<file path="src/hdl/tcs_pkg.sv">
// Constants, codes and carriers shared by the setup command block
package tcs_pkg;
  localparam int TCS_CLK_HZ = 20_000_000;
  localparam int TCS_OPND_TMO_MS = 100;
  localparam int TCS_ECHO_TMO_MS = 2000;
  localparam int TCS_WAKE_LOW_NS = 10_000;
  localparam int TCS_WAKE_CYC = (TCS_WAKE_LOW_NS * (TCS_CLK_HZ / 1_000_000)
                                 + 999) / 1000;
  localparam int TCS_OPND_TMO_CYC = (TCS_CLK_HZ / 1000) * TCS_OPND_TMO_MS;
  localparam int TCS_ECHO_TMO_CYC = (TCS_CLK_HZ / 1000) * TCS_ECHO_TMO_MS;
  localparam int TCS_RATE0_HZ = 46_875;
  localparam int TCS_RATE1_HZ = 93_750;
  localparam int TCS_RATE2_HZ = 375_000;
  localparam int TCS_RATE3_HZ = 1_500_000;
  localparam int TCS_HALF0 = TCS_CLK_HZ / (2 * TCS_RATE0_HZ);
  localparam int TCS_HALF1 = TCS_CLK_HZ / (2 * TCS_RATE1_HZ);
  localparam int TCS_HALF2 = TCS_CLK_HZ / (2 * TCS_RATE2_HZ);
  localparam int TCS_HALF3 = TCS_CLK_HZ / (2 * TCS_RATE3_HZ);
  localparam logic [7:0] TCS_CMD_PUT = 8'h70;
  localparam logic [7:0] TCS_CMD_GET = 8'h67;
  localparam logic [7:0] TCS_CMD_SLEEP = 8'h5a;
  localparam logic [7:0] TCS_CMD_RATE = 8'h11;
  localparam logic [7:0] TCS_CMD_SYNC = 8'h12;
  localparam logic [7:0] TCS_CMD_CLAMP = 8'h13;
  localparam logic [7:0] TCS_CMD_C1_HI = 8'h14;
  localparam logic [7:0] TCS_CMD_C1_LO = 8'h15;
  localparam logic [7:0] TCS_CMD_C2 = 8'h16;
  localparam logic [7:0] TCS_CMD_NOISE = 8'h17;
  localparam logic [7:0] TCS_NULL = 8'h00;
  localparam logic [7:0] TCS_RATE_MAX = 8'h03;
  localparam logic [7:0] TCS_BOOL_MAX = 8'h01;
  localparam logic [7:0] TCS_C1_HI_MAX = 8'h7f;
  localparam logic [1:0] TCS_RATE_RST = 2'h0;
  localparam logic TCS_SYNC_RST = 1'b0;
  localparam logic TCS_CLAMP_RST = 1'b0;
  localparam logic [6:0] TCS_C1_HI_RST = 7'h05;
  localparam logic [7:0] TCS_C1_LO_RST = 8'he9;
  localparam logic [7:0] TCS_C2_RST = 8'h08;
  localparam logic TCS_NOISE_RST = 1'b0;
  localparam logic TCS_DIR_GET = 1'b0;
  localparam logic TCS_DIR_PUT = 1'b1;

  typedef struct packed {
    logic valid;
    logic [7:0] data;
  } tcs_byte_s;

  typedef enum logic [2:0] {
    TCS_IDLE = 3'b000,
    TCS_OPND = 3'b001,
    TCS_SLEEP_ECHO = 3'b010,
    TCS_SLEEP = 3'b011
  } tcs_state_e;
endpackage : tcs_pkg

</file>
<file path="src/hdl/tcs_link_slave.sv">
// Link byte shifter: samples the external link clock on mclk
`timescale 1ns/1ps
module tcs_link_slave
  import tcs_pkg::*;
(
  input wire logic mclk,
  input wire logic rst,
  input wire logic link_sclk,
  input wire logic link_ss_n,
  input wire logic link_mosi,
  output logic link_miso_o,
  output logic link_miso_oe_n,
  output tcs_pkg::tcs_byte_s rx,
  input wire tcs_pkg::tcs_byte_s tx,
  output logic tx_pending,
  output logic tx_done
);
  logic [2:0] sclk_sync_reg;
  logic [1:0] ss_sync_reg;
  logic [1:0] mosi_sync_reg;
  logic [2:0] bit_cnt_reg;
  logic [7:0] rx_sh_reg;
  logic [7:0] tx_sh_reg;
  logic [7:0] tx_hold_reg;
  wire sel = ~ss_sync_reg[1];
  wire rise = sel & sclk_sync_reg[1] & ~sclk_sync_reg[2];
  wire fall = sel & ~sclk_sync_reg[1] & sclk_sync_reg[2];
  wire last_bit = rise & (bit_cnt_reg == 3'h7);

  always_ff @(posedge mclk or posedge rst)
  begin
    if (rst)
    begin
      sclk_sync_reg <= 3'h0;
      ss_sync_reg <= 2'h3;
      mosi_sync_reg <= 2'h0;
    end
    else
    begin
      sclk_sync_reg <= {sclk_sync_reg[1:0], link_sclk};
      ss_sync_reg <= {ss_sync_reg[0], link_ss_n};
      mosi_sync_reg <= {mosi_sync_reg[0], link_mosi};
    end
  end

  // Rate is set by the host; sampling at 20 MHz covers up to 1.5 MHz
  always_ff @(posedge mclk or posedge rst)
  begin
    if (rst)
    begin
      bit_cnt_reg <= 3'h0;
      rx_sh_reg <= 8'h00;
      rx <= '0;
    end
    else
    begin
      rx.valid <= last_bit;
      if (!sel)
        bit_cnt_reg <= 3'h0;
      else if (rise)
      begin
        bit_cnt_reg <= bit_cnt_reg + 3'h1;
        rx_sh_reg <= {rx_sh_reg[6:0], mosi_sync_reg[1]};
        if (bit_cnt_reg == 3'h7)
          rx.data <= {rx_sh_reg[6:0], mosi_sync_reg[1]};
      end
    end
  end

  // A load while a frame ends keeps the pending flag set
  always_ff @(posedge mclk or posedge rst)
  begin
    if (rst)
    begin
      tx_pending <= 1'b0;
      tx_hold_reg <= 8'h00;
      tx_sh_reg <= 8'h00;
      tx_done <= 1'b0;
    end
    else
    begin
      tx_done <= last_bit & tx_pending;
      if (tx.valid)
      begin
        tx_pending <= 1'b1;
        tx_hold_reg <= tx.data;
      end
      else if (last_bit)
        tx_pending <= 1'b0;
      if (!sel || last_bit)
        tx_sh_reg <= tx_pending ? tx_hold_reg : 8'h00;
      else if (fall)
        tx_sh_reg <= {tx_sh_reg[6:0], 1'b0};
    end
  end

  assign link_miso_o = tx_sh_reg[7];
  assign link_miso_oe_n = ~sel;
endmodule : tcs_link_slave

</file>
<file path="src/hdl/tcs_setup_cmd.sv">
// Setup command interpreter: direction, sleep, link rate and settings
// What this block does
// - 0x70 selects write direction, 0x67 read; read is default.
// - Setting changes are taken only in write direction.
// - Sleep needs 0x5A then 0x00 within 100 ms, else abandoned.
// - Valid sleep echoes 0x5A before sleeping, and again after waking.
// - Sleep echo not sent within about two seconds forces full reset.
// - Wake input low over ten microseconds wakes, keeping prior settings but not direction.
// - Device always wakes in read direction.
// - Rate operand 0..3 picks 46.875k, 93.75k, 375k or 1.5 MHz master clock.
// - Slave mode accepts host clocking up to 1.5 MHz regardless.
// - New link rate applies only after power cycle or reset command.
// - Enabled scope sync drives a pulse around scoped key bursts.
// - Sync output rests low, high during each pulse.
// - Scope sync setting is volatile, off after power-down.
// - Clamp polarity operand 0 gives active-low, 1 active-high output.
// - Clamp polarity change applies after power cycle or reset command.
// - Constant one upper byte 0..127, default 5, weighs 256 counts.
// - Constant one lower byte 0..255, default 0xE9, joins upper byte.
// - Constant two 0..255, default 8, applies to all keys.
// - Boundary constants take effect after reset or full recalibration.
// - Noise sync operand enables external interference sync; default off.
// - Noise sync change applies after power cycle or reset command.
// - In read direction each boundary command returns its stored value.
`timescale 1ns/1ps
module tcs_setup_cmd
  import tcs_pkg::*;
#(
  parameter int OPND_TMO_CYC = tcs_pkg::TCS_OPND_TMO_CYC,
  parameter int ECHO_TMO_CYC = tcs_pkg::TCS_ECHO_TMO_CYC
)
(
  input wire logic mclk,
  input wire logic rst,
  input wire logic link_sclk,
  input wire logic link_ss_n,
  input wire logic link_mosi,
  output logic link_miso_o,
  output logic link_miso_oe_n,
  input wire logic wake_input,
  input wire logic reset_cmd,
  input wire logic recal_all,
  input wire logic burst_active,
  input wire logic burst_in_scope,
  input wire logic clamp_request,
  output logic sync_out,
  output logic integrator_clamp_out,
  output logic master_sclk_tick,
  output logic [1:0] link_rate,
  output logic noise_sync_en,
  output logic [14:0] boundary_const_one,
  output logic [7:0] boundary_const_two,
  output logic put_dir,
  output logic sleeping,
  output logic full_reset_req
);
  import tcs_pkg::*;

  tcs_byte_s rx;
  tcs_byte_s tx;
  logic tx_pending;
  logic tx_done;
  tcs_state_e state_reg;
  tcs_state_e state_next;
  logic [7:0] cmd_reg;
  logic [31:0] tmo_reg;
  logic [7:0] wake_cnt_reg;
  logic [1:0] wake_sync_reg;
  logic dir_reg;
  logic [1:0] rate_reg;
  logic sync_en_reg;
  logic clamp_pol_reg;
  logic [6:0] c1_hi_reg;
  logic [7:0] c1_lo_reg;
  logic [7:0] c2_reg;
  logic noise_reg;
  logic clamp_act_reg;
  logic [7:0] div_reg;

  tcs_link_slave tcs_link_slave_inst (
    .mclk(mclk),
    .rst(rst),
    .link_sclk(link_sclk),
    .link_ss_n(link_ss_n),
    .link_mosi(link_mosi),
    .link_miso_o(link_miso_o),
    .link_miso_oe_n(link_miso_oe_n),
    .rx(rx),
    .tx(tx),
    .tx_pending(tx_pending),
    .tx_done(tx_done)
  );

  wire is_setting = (rx.data >= TCS_CMD_RATE) && (rx.data <= TCS_CMD_NOISE);
  wire idle_rx = (state_reg == TCS_IDLE) && rx.valid;
  wire opnd_rx = (state_reg == TCS_OPND) && rx.valid;
  wire tmo_hit = (tmo_reg == 32'(OPND_TMO_CYC));
  wire echo_tmo = (tmo_reg == 32'(ECHO_TMO_CYC));
  // Range check per command; failing operands store nothing
  wire opnd_ok =
    (cmd_reg == TCS_CMD_SLEEP) ? (rx.data == TCS_NULL) :
    (cmd_reg == TCS_CMD_RATE) ? (rx.data <= TCS_RATE_MAX) :
    (cmd_reg == TCS_CMD_C1_HI) ? (rx.data <= TCS_C1_HI_MAX) :
    (cmd_reg == TCS_CMD_C1_LO || cmd_reg == TCS_CMD_C2) ? 1'b1 :
    (rx.data <= TCS_BOOL_MAX);
  wire store = opnd_rx && opnd_ok;
  wire [7:0] get_val =
    (rx.data == TCS_CMD_RATE) ? {6'h00, rate_reg} :
    (rx.data == TCS_CMD_SYNC) ? {7'h00, sync_en_reg} :
    (rx.data == TCS_CMD_CLAMP) ? {7'h00, clamp_pol_reg} :
    (rx.data == TCS_CMD_C1_HI) ? {1'b0, c1_hi_reg} :
    (rx.data == TCS_CMD_C1_LO) ? c1_lo_reg :
    (rx.data == TCS_CMD_C2) ? c2_reg :
    {7'h00, noise_reg};
  wire wake_done = (state_reg == TCS_SLEEP) &&
                   (wake_cnt_reg > 8'(TCS_WAKE_CYC));
  wire dir_cmd = idle_rx &&
                 (rx.data == TCS_CMD_PUT || rx.data == TCS_CMD_GET);
  wire get_cmd = idle_rx && is_setting && (dir_reg == TCS_DIR_GET);

  always_comb
  begin
    state_next = state_reg;
    case (state_reg)
      TCS_IDLE:
        // Read direction drops setting and sleep commands at once
        if (rx.valid && dir_reg == TCS_DIR_PUT &&
            (is_setting || rx.data == TCS_CMD_SLEEP))
          state_next = TCS_OPND;
      TCS_OPND:
        if (store && cmd_reg == TCS_CMD_SLEEP)
          state_next = TCS_SLEEP_ECHO;
        else if (rx.valid || tmo_hit)
          state_next = TCS_IDLE;
      TCS_SLEEP_ECHO:
        if (tx_done)
          state_next = TCS_SLEEP;
        else if (echo_tmo)
          state_next = TCS_IDLE;
      TCS_SLEEP:
        if (wake_done)
          state_next = TCS_IDLE;
      default:
        state_next = TCS_IDLE;
    endcase
  end

  // Echoes, read replies and the sleep bytes share one transmit slot
  always_comb
  begin
    tx.valid = 1'b0;
    tx.data = TCS_NULL;
    if (dir_cmd)
    begin
      tx.valid = 1'b1;
      tx.data = rx.data;
    end
    else if (get_cmd)
    begin
      tx.valid = 1'b1;
      tx.data = get_val;
    end
    else if (store)
    begin
      tx.valid = 1'b1;
      tx.data = cmd_reg;
    end
    else if (wake_done)
    begin
      tx.valid = 1'b1;
      tx.data = TCS_CMD_SLEEP;
    end
  end

  always_ff @(posedge mclk or posedge rst)
  begin
    if (rst)
    begin
      state_reg <= TCS_IDLE;
      cmd_reg <= TCS_NULL;
      tmo_reg <= 32'h0;
      full_reset_req <= 1'b0;
    end
    else
    begin
      state_reg <= state_next;
      full_reset_req <= (state_reg == TCS_SLEEP_ECHO) && echo_tmo &&
                        !tx_done;
      if (idle_rx)
        cmd_reg <= rx.data;
      if (state_next != state_reg)
        tmo_reg <= 32'h0;
      else
        tmo_reg <= tmo_reg + 32'h1;
    end
  end

  // Wake input crosses into mclk before the low-time count
  always_ff @(posedge mclk or posedge rst)
  begin
    if (rst)
    begin
      wake_sync_reg <= 2'h3;
      wake_cnt_reg <= 8'h00;
    end
    else
    begin
      wake_sync_reg <= {wake_sync_reg[0], wake_input};
      if (state_reg != TCS_SLEEP || wake_sync_reg[1])
        wake_cnt_reg <= 8'h00;
      else if (!wake_done)
        wake_cnt_reg <= wake_cnt_reg + 8'h01;
    end
  end

  // Stored settings; reset gives the defaults, sync starts off
  always_ff @(posedge mclk or posedge rst)
  begin
    if (rst)
    begin
      dir_reg <= TCS_DIR_GET;
      rate_reg <= TCS_RATE_RST;
      sync_en_reg <= TCS_SYNC_RST;
      clamp_pol_reg <= TCS_CLAMP_RST;
      c1_hi_reg <= TCS_C1_HI_RST;
      c1_lo_reg <= TCS_C1_LO_RST;
      c2_reg <= TCS_C2_RST;
      noise_reg <= TCS_NOISE_RST;
    end
    else
    begin
      if (wake_done)
        dir_reg <= TCS_DIR_GET;
      else if (dir_cmd)
        dir_reg <= (rx.data == TCS_CMD_PUT);
      if (store)
      begin
        case (cmd_reg)
          TCS_CMD_RATE: rate_reg <= rx.data[1:0];
          TCS_CMD_SYNC: sync_en_reg <= rx.data[0];
          TCS_CMD_CLAMP: clamp_pol_reg <= rx.data[0];
          TCS_CMD_C1_HI: c1_hi_reg <= rx.data[6:0];
          TCS_CMD_C1_LO: c1_lo_reg <= rx.data;
          TCS_CMD_C2: c2_reg <= rx.data;
          TCS_CMD_NOISE: noise_reg <= rx.data[0];
          default: ;
        endcase
      end
    end
  end

  // Applied copies change only on reset_cmd, or recal_all for the boundary constants, so a write is deferred
  always_ff @(posedge mclk or posedge rst)
  begin
    if (rst)
    begin
      link_rate <= TCS_RATE_RST;
      clamp_act_reg <= TCS_CLAMP_RST;
      noise_sync_en <= TCS_NOISE_RST;
      boundary_const_one <= {TCS_C1_HI_RST, TCS_C1_LO_RST};
      boundary_const_two <= TCS_C2_RST;
    end
    else
    begin
      if (reset_cmd)
      begin
        link_rate <= rate_reg;
        clamp_act_reg <= clamp_pol_reg;
        noise_sync_en <= noise_reg;
      end
      if (reset_cmd || recal_all)
        boundary_const_one <= {c1_hi_reg, c1_lo_reg};
      if (reset_cmd || recal_all)
        boundary_const_two <= c2_reg;
    end
  end

  // Master clock edge enable; truncated divide keeps rates at or above spec
  wire [7:0] half_cnt =
    (link_rate == 2'h0) ? 8'(TCS_HALF0 - 1) :
    (link_rate == 2'h1) ? 8'(TCS_HALF1 - 1) :
    (link_rate == 2'h2) ? 8'(TCS_HALF2 - 1) : 8'(TCS_HALF3 - 1);

  always_ff @(posedge mclk or posedge rst)
  begin
    if (rst)
    begin
      div_reg <= 8'h00;
      master_sclk_tick <= 1'b0;
      sync_out <= 1'b0;
      integrator_clamp_out <= 1'b0;
    end
    else
    begin
      master_sclk_tick <= (div_reg >= half_cnt);
      div_reg <= (div_reg >= half_cnt) ? 8'h00 : div_reg + 8'h01;
      sync_out <= sync_en_reg & burst_active &
                  burst_in_scope;
      integrator_clamp_out <= ~(clamp_request ^ clamp_act_reg);
    end
  end

  assign put_dir = dir_reg;
  assign sleeping = (state_reg == TCS_SLEEP);
endmodule : tcs_setup_cmd

</file>
<file path="config.mk">
export PLATFORM = sky130hd
export DESIGN_NAME = tcs_setup_cmd
export DESIGN_NICKNAME = d
export VERILOG_FILES = /design/src/hdl/tcs_pkg.sv /design/src/hdl/tcs_link_slave.sv /design/src/hdl/tcs_setup_cmd.sv
export SDC_FILE = /design/constraint.sdc
export NUM_CORES = 1
export LEC_CHECK = 0
export BUFFER_PORTS_ARGS = -buffer_cell sky130_fd_sc_hd__buf_2
export CORE_AREA = 2 2 124 126
export DETAILED_ROUTE_END_ITERATION = 7
export DIE_AREA = 0 0 126 128
export MAX_ROUTING_LAYER = met4
export PLACE_DENSITY = 0.76
export SLEW_MARGIN = 10
export SYNTH_ARGS = -nofsm -noshare
export SYNTH_HDL_FRONTEND = slang
export SYNTH_SLANG_ARGS = --single-unit
</file>
<file path="constraint.sdc">
create_clock -name mclk -period 4.7 [get_ports mclk]
set_input_delay 0.47 -clock mclk [delete_from_list [all_inputs] [get_ports mclk]]
set_output_delay 0.47 -clock mclk [all_outputs]
set_load 0.05 [all_outputs]
</file>
==> metrics <==
deepest level of the CTS H-tree 4; Post-synth EDFFs 0; Largest register FFs 32; total wire length 17500 µm; worst slew pin tran 1.15 ns; Max Fclk between 300 and 400 MHz; pwr/cell area 365 mW/mm²; Post-synth ARST share 100%; Post-CTS Setup Bufs 0; DRT iter0 DRCs 644; TritonRoute pass-1 iters 5; Final min period 3.07 ns; total power ~3300 µW; CTS root buffer clkbuf_16; # clock sinks 165; GP Congestion 0.911; IO buf count 44; GRT overflow 0; Initial Util a little over half; main flop type after synthesis dfrtp_1; number of buffers created by CTS 17; max_cap viols 0; critical path capture point type register; Post-Syn Instances 743; Vert. Die Dim about 130 µm; # setup viols final 0; Max Root-Sink Buffers 2; largest net degree at the start of global routing 166; fin. max-slew vios 0; Area contributors post-synth dfrtp_1 (46%), mux2_2 (8.9%), dfstp_2 (6.6%), nor2_1 (3.7%), nand2_1 (3.1%); Leak 0.00412 µW; vias in the first global route ~5700; Post-Route Setup TNS 0 ns; Antenna Nets Post-Route 0; final hold viol count 0; RSZ-0062 raised after global routing no; share of cells above drive strength 1 a little under a quarter; area of the core 0.0149 mm²; Vias 5732; Peak VDD IR 0.256 mV; drt wl/cell approximately 18 µm; most common cell after layout, fill and taps aside dfrtp_1; CP startpoint kind register; CP Class register to register; Synth Warn # 0; Yosys cell types 66; post-synthesis average cell area 10.7 µm²; nets 801; FF+latch count, synth 165; Die X 126 µm; leading cell types in the layout, fill and taps excluded dfrtp_1 (145), nor2_1 (77), nand2_1 (65); hpwl dp 12000 µm; CTS Hold Bufs 0; Ports 45; synthesized net count 771; Register Area roughly 0.0042 mm²; post-synthesis sequential area ratio 52.2%; Final Cycle Share 65.3%; Clock Skew 0.00865 ns; Final Util between 60% and 70%; FP Rows between 40 and 50; CP Max Fanout 31; CP required 5.02 ns; CTS tree built; area of the multi-input gates 0.00356 mm²; clock slew seen by the registers of the worst setup and hold paths 0.06 ns; first-pass GRT wire length 29000 µm; Die ar. 0.0161 mm²; Tot GR Track Use about a quarter; ant diodes 0; leading area contributor after synthesis dfrtp_1; status finished, final reports clean; latest clock arrival within the worst-skew pair 0.43 ns; Hold Path Class input port to register; Synth-to-Final Area Change 12.6%; initial antenna violation count 0; Slew headroom 23.4%; Arr. time, crit path 3.38 ns; # fillers 1213; vias per cell 5.89; share of the synthesized area in the top cell type 45.6%; cts repair resizes 0; Remaining DRCs 0; post-synthesis cell area ~0.0080 mm²
[power by group]
part	switching (µW)	internal, µW
clock	570	950
sequential	59.4	1490
combinational	113	90.5
[metrics by stage]
stage / worst slack, ns / cells / hold slack [ns] / area (µm²)
CTS: 1.79 / 974 / 0.115 / 8960
finish: 1.63 / 974 / 0.137 / 8960
floorplan: 2.01 / 743 / 0.331 / 7960
detailed placement: 1.82 / 942 / 0.343 / 8310
global placement: 1.82 / 942 / 0.338 / 8310
global route: 1.43 / 974 / 0.114 / 8960
[cell type report]
cell class | instances | area share, %
Inverter | 26 | 1.13
Timing Repair Buffer | 47 | 2.85
Multi-Input combinational cell | 516 | 39.8
Clock inverter | 10 | 1.87
Sequential cell | 165 | 46.4
Tap cell | 188 | 2.63
Clock buffer | 22 | 5.40
[cell usage after synthesis, types with 15 or more instances]
cell type	number
dfrtp_1	145
nor2_1	78
nand2_1	65
mux2_2	63
nand3_1	30
clkbuf_1	29
o21ai_0	28
inv_1	26
xor2_1	23
xnor2_1	21
dfstp_2	20
ha_1	17
nand4_1	16
and3_1	15
mux2i_1	15
[cell families after synthesis]
family / Yosys count / synth area share, %
adders and majority gates: 17 / 2.67
and+or+nand+nor: 292 / 19.1
other: 1 / 0.0471
muxes: 78 / 10.8
DFF: 165 / 52.2
xor gates and xnor gates: 44 / 4.85
buffers and inverters: 62 / 3.10
AOI/OAI and AO/OA: 84 / 7.17
[path summary, 6_finish.rpt]
path                                      startpoint                              endpoint  slack [ns]  cells after the start
min                                       wake_input                      wake_sync_reg[0]        0.14                      1
min in group asynchronous                        rst  tcs_link_slave_inst.sclk_sync_reg[0]        0.25                      3
max reg2reg                tcs_link_slave_inst.rx[0]                          c1_hi_reg[5]        1.63                      6
max                        tcs_link_slave_inst.rx[0]                          c1_hi_reg[5]        1.63                      6
max in group asynchronous                        rst                          state_reg[0]        3.77                      3
min reg2reg                         wake_sync_reg[0]                      wake_sync_reg[1]        0.36                      0
[layer usage]
| layer | vias to the layer above | part of all wire, % | track usage [%] | wire, µm |
|---|---|---|---|---|
| li1 | 2674 | - | - | - |
| met1 | 2813 | 46 | 31.0 | 8120 |
| met2 | 202 | 45 | 35.4 | 7910 |
| met3 | 43 | 5.7 | 5.72 | 1000 |
| met4 | 0 | 2.7 | 9.37 | 467 |
| met5 | - | 0 | - | 0 |
[worst max-delay path: stages, from the launching register on]
cell and delay, ns:
dfrtp_1 0.73, nor4_1 0.89, nand2_1 0.16, nor2_1 0.16
a31oi_1 0.10, nor4_4 0.49, mux2_2 0.41
Power figures use the tool's default switching activity.
